File: src/rtl/oag_defs.svh
// constants for the operand address generator
`ifndef OAG_DEFS_SVH
`define OAG_DEFS_SVH
`define OAG_AW 24
`define OAG_CONST_MSB 15
`define OAG_PAGE_MSB 7
`define OAG_DISP_MSB 7
`define OAG_PSEL_LSB 8
`define OAG_PSEL_MSB 10
`define OAG_MODE_LSB 11
`define OAG_MODE_MSB 15
`define OAG_GRP_DISP 2'h0
`define OAG_GRP_IR0 2'h1
`define OAG_GRP_IR1 2'h2
`define OAG_KIND_PRE 2'h0
`define OAG_KIND_PREWB 2'h1
`define OAG_KIND_POST 2'h2
`define OAG_KIND_CIRC 2'h3
`define OAG_MODE_PLAIN 5'h18
`define OAG_DISP_ONE 24'h000001
`define OAG_SEL_DP 5'h08
`define OAG_SEL_IR0 5'h09
`define OAG_SEL_IR1 5'h0A
`define OAG_SEL_BK 5'h0B
`define OAG_RST_REG 32'h0000_0000
`endif

File: src/rtl/oag_pkg.sv
// types and shared arithmetic of the operand address generator
package oag_pkg;

  // one instruction handed over by the decoder
  typedef struct packed {
    logic        direct;
    logic        disp_given;
    logic [31:0] instr;
  } oag_req_t;

  // register file write into the address unit
  typedef struct packed {
    logic        en;
    logic [4:0]  sel;
    logic [31:0] data;
  } oag_rf_wr_t;

  // pointer write-back reported to the register file
  typedef struct packed {
    logic        valid;
    logic [2:0]  sel;
    logic [31:0] data;
  } oag_wb_t;

  // unsigned 24-bit add or subtract, wraps modulo 2^24
  function automatic logic [23:0] oag_addsub(
    input logic [23:0] a, input logic [23:0] b, input logic sub);
    oag_addsub = sub ? 24'(a - b) : 24'(a + b);
  endfunction : oag_addsub

  // all ones from the top set bit downward
  function automatic logic [23:0] oag_smear(input logic [23:0] v);
    logic [23:0] m;
    m = v;
    for (int i = 1; i < 24; i = i * 2) begin
      m = m | (m >> i);
    end
    oag_smear = m;
  endfunction : oag_smear

endpackage : oag_pkg

File: src/rtl/oag_circ.sv
// circular modify of a pointer inside an aligned buffer
`timescale 1ns/10ps
`default_nettype none
module oag_circ (
  // operands
  input  wire logic [23:0] ptr,
  input  wire logic [23:0] step,
  input  wire logic [23:0] len,
  input  wire logic        sub,
  // wrapped result
  output logic      [23:0] res
);
  logic [23:0] mask;
  logic [23:0] base;
  logic [23:0] idx;
  logic [24:0] up;
  logic [24:0] dn;
  logic [23:0] off;
  logic        lin;

  // buffer sits on the power of two above its length
  assign mask = oag_pkg::oag_smear(len);
  assign base = ptr & ~mask;
  assign idx  = ptr & mask;
  assign lin  = (len == 24'h000000);
  // offset inside buffer after one wrap at most
  assign up   = {1'b0, idx} + {1'b0, step};
  assign dn   = {1'b0, idx} + {1'b0, len} - {1'b0, step};
  assign off  = sub ? ((idx >= step) ? 24'(idx - step) : dn[23:0])
                    : ((up >= {1'b0, len}) ? 24'(up - {1'b0, len})
                                           : up[23:0]);
  // zero length falls back to linear arithmetic
  assign res  = lin ? oag_pkg::oag_addsub(ptr, step, sub)
                    : (base | (off & mask));
endmodule : oag_circ
`default_nettype wire

File: src/rtl/oag_top.sv
// operand address generator: direct and indirect address forming
`timescale 1ns/10ps
`default_nettype none
`include "oag_defs.svh"
module oag_top (
  // clock and reset
  input  wire logic               core_clk,
  input  wire logic               reset_n,
  // instruction from the decoder
  input  wire logic               req_valid,
  input  wire oag_pkg::oag_req_t  req,
  // register file writes
  input  wire oag_pkg::oag_rf_wr_t rf_wr,
  // operand address to data memory
  output logic                    addr_valid,
  output logic      [23:0]        data_addr,
  output logic                    mode_reserved,
  // pointer write-back to register file
  output oag_pkg::oag_wb_t        wb
);

  // address unit registers
  logic [31:0] ptr_reg [8];
  logic [31:0] data_page_pointer;
  logic [31:0] index_reg_zero;
  logic [31:0] index_reg_one;
  logic [31:0] buffer_length_register;

  // instruction fields
  logic [4:0]  mode;
  logic [2:0]  psel;
  logic [1:0]  grp;
  logic [1:0]  kind;
  logic        sub;
  logic [7:0]  disp;

  assign mode = req.instr[`OAG_MODE_MSB:`OAG_MODE_LSB];
  assign psel = req.instr[`OAG_PSEL_MSB:`OAG_PSEL_LSB];
  assign disp = req.instr[`OAG_DISP_MSB:0];
  assign grp  = mode[4:3];
  assign kind = mode[2:1];
  assign sub  = mode[0];

  // operand selection
  logic [31:0] ptr_cur;
  logic [23:0] ptr_lo;
  logic [23:0] step;
  logic [23:0] disp_step;

  assign ptr_cur   = ptr_reg[psel];
  assign ptr_lo    = ptr_cur[23:0];
  assign disp_step = req.disp_given ? {16'h0000, disp}
                                    : `OAG_DISP_ONE;
  assign step = (grp == `OAG_GRP_DISP) ? disp_step
              : (grp == `OAG_GRP_IR0)  ? index_reg_zero[23:0]
              : index_reg_one[23:0];

  // mode class decode
  logic spec;
  logic plain;
  logic rsvd;
  logic pre;
  logic wb_en;

  assign spec  = (grp == 2'h3);
  assign plain = (mode == `OAG_MODE_PLAIN);
  assign rsvd  = spec && !plain;
  assign pre   = (kind == `OAG_KIND_PRE) || (kind == `OAG_KIND_PREWB);
  assign wb_en = !spec && (kind != `OAG_KIND_PRE);

  // linear and circular pointer arithmetic
  logic [23:0] lin_sum;
  logic [23:0] circ_sum;

  assign lin_sum = oag_pkg::oag_addsub(ptr_lo, step, sub);

  oag_circ u_circ (
    .ptr  (ptr_lo),
    .step (step),
    .len  (buffer_length_register[23:0]),
    .sub  (sub),
    .res  (circ_sum)
  );

  // address and write-back values
  logic [23:0] next_addr;
  logic [23:0] wb_lo;
  logic [31:0] next_ptr;
  logic        do_wb;

  // pre modes address the sum, post and plain use the pointer
  assign next_addr = req.direct
                   ? {data_page_pointer[`OAG_PAGE_MSB:0],
                      req.instr[`OAG_CONST_MSB:0]}
                   : (!spec && pre) ? lin_sum
                   : ptr_lo;
  assign wb_lo    = (kind == `OAG_KIND_CIRC) ? circ_sum
                  : lin_sum;
  assign next_ptr = {ptr_cur[31:24], wb_lo};
  assign do_wb    = req_valid && !req.direct && wb_en;

  // pointer registers: register file write wins over write-back
  always_ff @(posedge core_clk or negedge reset_n) begin
    if (!reset_n) begin
      for (int i = 0; i < 8; i++) begin
        ptr_reg[i] <= `OAG_RST_REG;
      end
    end else begin
      if (do_wb) begin
        ptr_reg[psel] <= next_ptr;
      end
      if (rf_wr.en && !rf_wr.sel[4] && !rf_wr.sel[3]) begin
        ptr_reg[rf_wr.sel[2:0]] <= rf_wr.data;
      end
    end
  end

  // page, index and length registers
  always_ff @(posedge core_clk or negedge reset_n) begin
    if (!reset_n) begin
      data_page_pointer      <= `OAG_RST_REG;
      index_reg_zero         <= `OAG_RST_REG;
      index_reg_one          <= `OAG_RST_REG;
      buffer_length_register <= `OAG_RST_REG;
    end else if (rf_wr.en) begin
      case (rf_wr.sel)
        `OAG_SEL_DP:  data_page_pointer      <= rf_wr.data;
        `OAG_SEL_IR0: index_reg_zero         <= rf_wr.data;
        `OAG_SEL_IR1: index_reg_one          <= rf_wr.data;
        `OAG_SEL_BK:  buffer_length_register <= rf_wr.data;
        default: ;
      endcase
    end
  end

  // registered outputs, one result per request
  always_ff @(posedge core_clk or negedge reset_n) begin
    if (!reset_n) begin
      addr_valid    <= 1'b0;
      data_addr     <= 24'h000000;
      mode_reserved <= 1'b0;
      wb            <= '0;
    end else begin
      addr_valid    <= req_valid;
      data_addr     <= req_valid ? next_addr : data_addr;
      mode_reserved <= req_valid && !req.direct && rsvd;
      wb.valid      <= do_wb;
      wb.sel        <= do_wb ? psel : wb.sel;
      wb.data       <= do_wb ? next_ptr : wb.data;
    end
  end

  // request classes seen by the checks
  logic q_ind;
  logic q_idx;
  logic q_hit;

  assign q_ind = req_valid && !req.direct;
  assign q_idx = q_ind && (grp == `OAG_GRP_IR0 || grp == `OAG_GRP_IR1);
  assign q_hit = rf_wr.en && (rf_wr.sel == {2'h0, psel});
endmodule : oag_top
`default_nettype wire

File: config.mk
export PLATFORM = sky130hd
export DESIGN_NAME = oag_top
export DESIGN_NICKNAME = d
export VERILOG_FILES = /design/src/rtl/oag_pkg.sv /design/src/rtl/oag_circ.sv /design/src/rtl/oag_top.sv
export VERILOG_INCLUDE_DIRS = /design/src /design/src/rtl
export SDC_FILE = /design/constraint.sdc
export NUM_CORES = 1
export LEC_CHECK = 0
export ABC_AREA = 1
export BUFFER_PORTS_ARGS = -buffer_cell sky130_fd_sc_hd__buf_2
export CORE_ASPECT_RATIO = 2
export CORE_UTILIZATION = 50
export DETAILED_ROUTE_END_ITERATION = 6
export GPL_TIMING_DRIVEN = 0
export PLACE_DENSITY = 0.72
export SLEW_MARGIN = 30
export SYNTH_ARGS = -nofsm -noshare
export SYNTH_HDL_FRONTEND = slang
export SYNTH_SLANG_ARGS = --single-unit
File: constraint.sdc
create_clock -name core_clk -period 7.95 [get_ports core_clk]
set_clock_uncertainty 0.1 [all_clocks]
set_input_delay 0.795 -clock core_clk [delete_from_list [all_inputs] [get_ports core_clk]]
set_output_delay 0.795 -clock core_clk [all_outputs]
set_load 0.01 [all_outputs]
==> results of run 1 <==
==> through the flow <==
step                TNS [ps]  hold WS, ps  setup slack, ps  utilization (%)  instances
floorplan                  0          375             2320                -       4325
global placement    -1173900          357            -2320             53.1       5208
detailed placement   -245100          362            -1360             53.4       5215
CTS                        0         74.8             83.8             55.4       5277
==> kinds of logic after synthesis <==
| family | after synthesis | share of synthesized area, % |
|---|---|---|
| mux | 20 | 0.757 |
| fa+ha+maj | 134 | 6.21 |
| flops | 398 | 33.5 |
| compound gates | 1075 | 19.8 |
| xor+xnor | 99 | 2.91 |
| simple gates | 1910 | 27.8 |
| buf+inv | 689 | 9.03 |
==> routing by layer <==
metal	track usage, %	overflow
met2	84.4	14
met4	65.2	19
met1	51.4	0
met3	24.0	0
met5	0.490	0
==> results, run 1 <==
- The first global-routing pass estimated 246 mm of wire.
- Ranked by total cell area, the synthesized netlist is headed by sky130_fd_sc_hd__dfrtp_1, sky130_fd_sc_hd__a21oi_1, sky130_fd_sc_hd__nand2_1.
- Pin placement for this block handled 137 I/O pins.
- The first error in the log reads "[ERROR GRT-0116] Global routing finished with congestion. Check the congestion regions in the DRC Viewer".
- The CTS buffer count is 35.
- Entering global routing, the biggest net connects a little over 80 pins.
- The total grt overflow is 33.
- The cell count after synthesis is 4325.
- Of the post-synthesis cell area, the dominant cell type holds around 33%.
- The placed instances occupy a cell area of ~31000 um^2.
- The netlist uses 56 different library cells.
- The number of warnings reported in the yosys synthesis log is 0.
- After clock tree synthesis, the repair step resized 25 gates.
- The via count of the first global-routing pass is 36300.
- Summing every instance area after synthesis gives 29800 um^2.
- The largest buffer count on any clock path is 3.
- The most numerous cell in the Yosys netlist is sky130_fd_sc_hd__nand2_1.
- The number of synthesized register bits is between 300 and 400.
- The flow stopped in 5_1_grt.
- The height of the die is ~350 um.
- The total routing resource utilization after global routing is 55.4%.
- The count of buffers inserted at the top-level ports is between 100 and 150.
- The number of H-tree levels is 2.
- The estimated wirelength of the detail-placed design is 120 mm.
- The post-CTS setup buffer count is 0.
- Counting instances in the post-synthesis netlist gives the leading cell types as sky130_fd_sc_hd__nand2_1, sky130_fd_sc_hd__a21oi_1, sky130_fd_sc_hd__nor2_1.
- In this run the core area contains 126 standard-cell rows.
- The total clock sinks is 398.
- sky130_fd_sc_hd__dfrtp_1 takes more of the synthesized area than any other cell.
- The most frequently used flop master after synthesis is sky130_fd_sc_hd__dfrtp_1.
- The final weighted congestion in routability-driven placement is about 1.1.
- Once the floorplan was initialized, standard cells occupied roughly half of the core.
- The floorplan step set the die width to 175 um.
- The synthesized design contains 0 enable-type register cells.
- The part of the Yosys area used for sequential elements is between 30% and 40%.
- For this run, asynchronously set or reset flops after synthesis account for 100%.
- The mean post-synth cell area is 6.88 um^2.
- The net count after synthesis is 4534.
- The clock root buffer is sky130_fd_sc_hd__clkbuf_16.
- For this design, the CTS-stage hold fixing added 0 buffers.
- The run stopped with a tool error.
==> inputs of run 2 (changes only) <==
--- a/config.mk
+++ b/config.mk
@@ -8,11 +8,10 @@
 export LEC_CHECK = 0
 export ABC_AREA = 1
 export BUFFER_PORTS_ARGS = -buffer_cell sky130_fd_sc_hd__buf_2
-export CORE_ASPECT_RATIO = 2
-export CORE_UTILIZATION = 50
+export CORE_UTILIZATION = 35
 export DETAILED_ROUTE_END_ITERATION = 6
 export GPL_TIMING_DRIVEN = 0
-export PLACE_DENSITY = 0.72
+export PLACE_DENSITY_LB_ADDON = 0.15
 export SLEW_MARGIN = 30
 export SYNTH_ARGS = -nofsm -noshare
 export SYNTH_HDL_FRONTEND = slang
==> run 2 against run 1 <==
The run now ends clean; area after synthesis stayed put; synthesized cell count is the same.
==> results, run 2 <==
- The arrival time of the worst setup path is 8180 ps.
- The number of vias in the routed layout is 32000.
- The most frequent standard cell in the layout excluding fill and tap cells is sky130_fd_sc_hd__nand2_1.
- Along the worst path, the maximum fanout reaches 10.
- Of the cells placed in the final design, the portion with a size suffix greater than 1 is 8.99%.
- The CTS tree is built.
- For the worst setup path, the data required time is about 8400 ps.
- The final routed wirelength across all metal layers is 143 mm.
- The total clock sinks is 398 (unchanged).
- The minimum clock period after layout is 7740 ps.
- The part of the Yosys area used for sequential elements is 33.5% (unchanged).
- The number of nets at the end of the flow is 4708.
- The area growth from synthesis to final layout is 13.0%.
- The die outline width is 294 um (was 175 um).
- Leading cell types by total area after synthesis: sky130_fd_sc_hd__dfrtp_1, sky130_fd_sc_hd__a21oi_1, sky130_fd_sc_hd__nand2_1 (unchanged).
- The count of maximum capacitance violations is 0.
- The clock-pin slew on the worst setup and hold paths is roughly 60 ps.
- The detailed-router iteration count before antenna repair is 6.
- The number of H-tree levels is 2 (unchanged).
- The maximum single-stage delay on the critical path is 490 ps.
- Across every metal layer, demand over resource in global routing totals between 30% and 40%.
- The estimated wirelength of the detail-placed design was 113 mm (was 120 mm).
- The most area-hungry cell type in the Yosys netlist is sky130_fd_sc_hd__dfrtp_1 (unchanged).
- The final setup violation count is 0.
- The mean post-synth cell area is 6.88 um^2 (unchanged).
- The post-route setup TNS is 0 ps.
- The worst pin sits at a relative slew slack of 29.0%.
- The count of pins on the block boundary is 137 (unchanged).
- STA classifies the critical path startpoint as an input pin.
- The netlist area before placement is 29800 um^2 (unchanged).
- The fraction of the cycle the final worst path needs is 97.3%.
- The placeable core region is 84000 um^2.
- The number of routed nets with antenna violations is 0.
- The start-to-end type of the worst setup path is in -> reg.
- The number of enable-type register cells in the synthesized netlist was 0 (unchanged).
- The pin count of the biggest net entering global routing is 71.
- The number of warnings reported in the yosys synthesis log is 0 (unchanged).
- The count of buffers inserted at the top-level ports is 115 (unchanged).
- For this design the static power due to leakage is 15.7 nW.
- The standard-cell row count is 106 (was 126).
- The slowest library cell on the worst path is sky130_fd_sc_hd__clkbuf_1.
- The die covers between 80000 and 90000 um^2.
- The slew at the pin with the worst max-slew slack is about 1100 ps.
- The clock root buffer is sky130_fd_sc_hd__clkbuf_16 (unchanged).
- The height of the die is 294 um (was 347 um).
- Global routing finished with a remaining overflow of 0.
- The worst hold path class is in -> reg.
- The most numerous cell in the Yosys netlist is sky130_fd_sc_hd__nand2_1 (unchanged).
- The count of endpoints failing hold in the final timing report is 0.
- Result of the run: completed (was stopped before the end).
- The CTS buffer count is 49 (was 35).
- The cell count after synthesis is 4325 (unchanged).
- The fraction of synthesized cell area taken by the top area cell type came to 33.5% (unchanged).
- The wire length per cell after detailed routing is 25.2 um.
- The net count after synthesis is 4534 (unchanged).
- The count of different cell masters after synthesis is 56 (unchanged).
- The number of flip-flops under the largest register name is 256.
- The most frequently used flop master after synthesis is sky130_fd_sc_hd__dfrtp_1 (unchanged).
- The starting density of the core is 35.4% (was 50.5%).
- The number of synthesized register bits is 398 (unchanged).
- The global-route wire length before repair is 208 mm.
- The via count of the first global-routing pass was 31200.
- The highest attainable clock frequency is 0.129 GHz.
- The layout has roughly 9000 filler cells.
- The number of DRC markers in iteration 0 is 3518.
- The post-CTS setup buffer count is 0 (unchanged).
- The number of antenna violations at the first check in global routing is 4.
- The DRC violation count after routing is 0.
- Most numerous cell types in the synthesized netlist: sky130_fd_sc_hd__nand2_1, sky130_fd_sc_hd__a21oi_1, sky130_fd_sc_hd__nor2_1 (unchanged).
- In the layout the commonest cells are sky130_fd_sc_hd__nand2_1, sky130_fd_sc_hd__a21oi_1, sky130_fd_sc_hd__nor2_1.
- The worst setup path is captured at a register.
- Summing internal, switching and leakage power gives 12.7 mW.
- The later pin in the worst-skew pair is clocked with a latency of 630 ps.
- The largest buffer count on any clock path was 3 (unchanged).
- In the routed layout, each cell is associated on average with a via count of 5.65.
- Setup repair after global routing left no endpoint under its margin.
- The proportion of register bits with asynchronous set or reset after synthesis was 100% (unchanged).
- The final cell utilization of the core is 40.1%.
- IR analysis of the VDD net gives a maximum drop of 0.181 mV.
- The cell area power density is ~380 nW/um^2.
- The final weighted congestion in routability-driven placement came to 0.970 (was 1.11).
- The count of final max-slew check failures was 0.
## run 2: cell counts after synthesis
Identical to the previous run, type by type.
## run 2: final cells by class
cell class | count | area, um^2 | share of cell area, %
diodes | 1 | 2.50 | 0.00744
well taps | 1134 | 1420 | 4.22
plain buffers | 234 | 1000 | 2.97
flip-flops and latches | 398 | 9960 | 29.6
inverters | 454 | 1700 | 5.07
clock buffers | 73 | 1460 | 4.33
clock inverters | 16 | 138 | 0.409
multi-input cells | 3238 | 17200 | 51.1
repair buffers | 124 | 777 | 2.31
## run 2: through the flow
step	area (um^2)	setup WS [ps]	cells	hold WS [ps]
detailed placement	32000	-722	5581	361
floorplan	29800	2320	4325	375
CTS	33600	17.1	5671	185
global placement	31800	-2650	5574	360
finish	33600	214	5672	211
global route	33600	7.24	5672	208
## run 2: worst max-delay path: cells and delay by family
kind	cells	cell delay (ps)
fa+ha+maj	2	670
buf+inv	10	1960
simple gates	23	4220
compound gates	4	500
## run 2: cell families after synthesis
kind of cell	count (synthesis)	synth area share [%]
simple gates	1910	27.8
mux	20	0.757
compound gates	1075	19.8
fa+ha+maj	134	6.21
xor+xnor	99	2.91
flops	398	33.5
buf+inv	689	9.03
## run 2: routing by layer
layer  routed length, um  global-route usage, %  vias to the layer above
met3                9100                   4.06                      335
met2               68000                   54.9                     1389
li1                    -                      -                    14700
met4                7970                   16.5                        2
met1               57600                   40.8                    15600
met5                  13                      0                        -
## run 2: final timing paths
path | from | end | slack [ps] | cells past startpoint
max | req[9] | ptr_reg[128] | 210 | 39
min | req_valid | addr_valid | 210 | 1
max reg2reg | buffer_length_register[23] | ptr_reg[128] | 340 | 37
min reg2reg | wb[22] | wb[22] | 370 | 2
max in group asynchronous | reset_n | wb[19] | 5220 | 7
min in group asynchronous | reset_n | index_reg_one[4] | 500 | 2
## run 2: timing repair
item,CTS,global route
gates resized for setup,2,37
hold buffers,1,0
setup endpoints to repair,51,216
endpoints found under the hold margin,14,0
## run 2: report_power, final
part | switching (mW) | internal (mW)
logic | 5.01 | 2.34
clock network | 0.967 | 1.30
registers | 0.382 | 2.72
(Power assumes the default switching activity.)
==> inputs of run 3 (changes only) <==
--- a/config.mk
+++ b/config.mk
@@ -7,9 +7,9 @@
 export NUM_CORES = 1
 export LEC_CHECK = 0
 export ABC_AREA = 1
-export BUFFER_PORTS_ARGS = -buffer_cell sky130_fd_sc_hd__buf_2
 export CORE_UTILIZATION = 35
 export DETAILED_ROUTE_END_ITERATION = 6
+export DONT_BUFFER_PORTS = 1
 export GPL_TIMING_DRIVEN = 0
 export PLACE_DENSITY_LB_ADDON = 0.15
 export SLEW_MARGIN = 30
==> run 3 against run 2 <==
The flow now finishes with violations (negative hold slack); clock power is 3% lower; wire length is 0.85% lower; die area stayed put; sequential power is 2% higher; fmax is 0.45% higher; global-route usage is 0.39 points lower; via count is 1.6% lower; utilization is 0.96 points lower; non-clock buffer count is 122 lower; final area is 2.4% lower.
==> results, run 3 (synthesis gave the netlist of run 2 again) <==
- The checks that failed: negative hold slack.
- The peak fanout along the critical path was 10 (unchanged).
- The number of filler instances in the final layout is 9121 (was 9037).
- The start-to-end type of the worst setup path is in -> reg (unchanged).
- The pin count of the biggest net entering global routing is 399 (was 71).
- The number of nets at the end of the flow was 4584 (was 4708).
- The via count of the first global-routing pass is 30500 (was 31200).
- The cell with the most instances on the worst path is sky130_fd_sc_hd__nand2_1.
- The post-placement cell area is 31200 um^2 (was 32000 um^2).
- The DRC violation count after routing is 0 (unchanged).
- The total grt overflow is 0 (unchanged).
- The number of flip-flops under the largest register name is 256 (unchanged).
- The largest buffer count on any clock path is 3 (unchanged).
- The final weighted congestion in routability-driven placement is 0.994 (was 0.970).
- The number of H-tree levels is 2 (unchanged).
- The met1 layer wirelength in the final routing was 56.2 mm (was 57.6 mm).
- The most frequent standard cell in the layout excluding fill and tap cells is sky130_fd_sc_hd__nand2_1 (unchanged).
- The normalized max-slew margin is 34.0% (was 29.0%).
- The clock-pin slew on the worst setup and hold paths is 60 ps (about the same).
- The minimum clock period after layout was 7700 ps (was 7740 ps).
- The number of DRC markers in iteration 0 is 3236 (was 3518).
- The element type at the critical path start is an input pin (unchanged).
- The final routed wirelength across all metal layers is 142 mm (was 143 mm).
- The final non-filler cell total is 5544 (was 5672).
- The maximum single-stage delay on the critical path is 670 ps (was 490 ps).
- The height of the die is 294 um (unchanged).
- The register share of total power is 25.4% (was 24.4%).
- The combinational cell fraction of total power is 56.8% (was 57.8%).
- The final setup violation count is 0 (unchanged).
- The clock insertion delay at the later pin of the skew report is 630 ps (about the same).
- The worst hold margin came to -209 ps (was 211 ps).
- The final worst setup slack is 249 ps (was 214 ps).
- The wire length per cell after detailed routing is 25.5 um (was 25.2 um).
- The area used by sequential logic in the layout is 9960 um^2 (unchanged).
- The worst hold path class is in -> async (was in -> reg).
- The count of maximum capacitance violations came to 0 (unchanged).
- The global-route wire length before repair is 205 mm (was 208 mm).
- The number of antenna violations at the first check in global routing is 1 (was 4).
- The fraction of the cycle the final worst path needs was 96.9% (was 97.3%).
- The via density per instance was 5.69 (was 5.65).
- The cell area power density came to 379 nW/um^2 (was 378 nW/um^2).
- The highest metal layer with signal wires is met5 (unchanged).
- The CTS buffer count is 47 (was 49).
- The total clock sinks was 398 (unchanged).
- The area occupied by multi-input gates is 17200 um^2 (about the same).
- The starting density of the core came to 35.4% (unchanged).
- The die outline width is 294 um (unchanged).
- The antenna diode instance count came to 0 (was 1).
- The slowest library cell on the worst path is sky130_fd_sc_hd__clkbuf_1 (unchanged).
- The sum of met2 wire segment lengths after detailed routing came to 66.1 mm (was 68.0 mm).
- The total routing resource utilization after global routing is 32.2% (was 32.5%).
- The total non-filler cell area in the finished layout came to 32800 um^2 (was 33600 um^2).
- The die area was 86200 um^2 (unchanged).
- The post-CTS setup buffer count is 0 (unchanged).
- Unrepaired setup endpoints after global routing: false (unchanged).
- The number of routed nets with antenna violations came to 0 (unchanged).
- The switching power is 6.23 mW (was 6.36 mW).
- The count of pins on the block boundary came to 137 (unchanged).
- The clock root buffer was sky130_fd_sc_hd__clkbuf_16 (unchanged).
- The area growth from synthesis to final layout is 10.3% (was 13.0%).
- The endpoint type of the worst setup path is a register (unchanged).
- The estimated wirelength of the detail-placed design is 111 mm (was 113 mm).
- The count of buffers inserted at the top-level ports is 0 (was 115).
- The peak supply drop is 0.194 mV (was 0.181 mV).
- The ratio of cells with drive above 1 in the final layout is 6.44% (was 8.99%).
- The standard-cell row count came to 106 (unchanged).
- The share of total power consumed by net switching was 50.0% (about the same).
- The count of final max-slew check failures is 0 (unchanged).
- The required time of the worst setup path is 8380 ps (was 8400 ps).
- The detailed-router iteration count before antenna repair came to 6 (unchanged).
- Leading cell types in the layout, fill and taps excluded: sky130_fd_sc_hd__nand2_1, sky130_fd_sc_hd__a21oi_1, sky130_fd_sc_hd__nor2_1 (unchanged).
- The worst setup slack before clock tree synthesis is -653 ps (was -722 ps).
- The CTS tree is built (unchanged).
- The highest attainable clock frequency was 0.130 GHz (was 0.129 GHz).
- Result of the run: finished, violations left (was completed).
- The fraction of power consumed by the clock network is 17.8% (about the same).
- The number of vias in the routed layout is 31500 (was 32000).
- The count of endpoints failing hold in the final timing report came to 398 (was 0).
- The arrival time of the worst setup path is 8130 ps (was 8180 ps).
- The number of cells in the design after placement was 5460 (was 5581).
- The internal power summed over all cells was 6.23 mW (was 6.36 mW).
- The met3 routed wirelength is 10.1 mm (was 9.10 mm).
- The slew at the pin with the worst max-slew slack is 990 ps (was 1070 ps).
- The placeable core region is 84000 um^2 (unchanged).
- The cell leakage power came to 15.1 nW (was 15.7 nW).
[run 3: cell count changes in the layout (fill, tap and decap cells not counted), sizes merged]
cell         previous run  this run
buf                   162        40
bufinv                  1         2
clkinv                 13        10
clkinvlp                1         0
diode                   1         0
dlygate4sd3             1         0
inv                   455       454
[run 3: critical path, delay by kind of cell]
kind / cells / cell delay [ps]
buffers and inverters: 10 / 2020
AOI/OAI and AO/OA: 4 / 520
and+or+nand+nor: 21 / 4130
adders and majority gates: 2 / 650
[run 3: power groups by stage]
stage	logic (mW)	clock network, mW	registers, mW
floorplan	4.79	0	3.06
global placement	6.88	0	3.18
global route	7.71	2.31	3.24
detailed placement	6.86	0	3.19
CTS	6.90	2.24	3.16
finish	7.08	2.21	3.17
[run 3: per-stage QoR]
stage	utilization, %	hold WS (ps)	setup TNS (ps)	power [mW]
2_1_floorplan	-	375	0	7.85
3_3_place_gp	37.1	387	-97880	10.1
3_5_place_dp	37.2	392	-97390	10.0
4_1_cts	39.0	-230	0	12.3
5_1_grt	39.1	-221	0	13.3
6_report	39.1	-209	0	12.5
[run 3: worst paths after layout]
path,start,endpoint,slack (ps),depth (start not counted)
setup / recovery,req[9],ptr_reg[192],250,37
hold / removal,reset_n,data_page_pointer[2],-210,0
setup reg to reg,buffer_length_register[23],ptr_reg[192],470,36
hold reg to reg,index_reg_one[1],index_reg_one[1],410,1
max in group asynchronous,reset_n,ptr_reg[13],7240,0
min in group core_clk,req_valid,addr_valid,120,0
[run 3: what timing repair did]
action                                  in CTS  in global routing
hold endpoints to repair                   398                398
endpoints found under the setup margin       5                216
resized for setup                            1                 41
pin swaps                                    0                  0
[run 3: per-layer routing]
layer,vias to the layer above,GRT usage [%]
met5,-,0
met4,2,18.4
met3,307,4.38
met2,1490,53.3
met1,15200,40.1
li1,14500,-
[run 3: cell type report]
type,count,area share [%]
clock buffers,72,4.20
repair buffers,1,0.0229
inverters,454,5.19
plain buffers,235,3.07
flip-flops and latches,398,30.3
well taps,1134,4.32
multi-input cells,3238,52.4
clock inverters,12,0.469
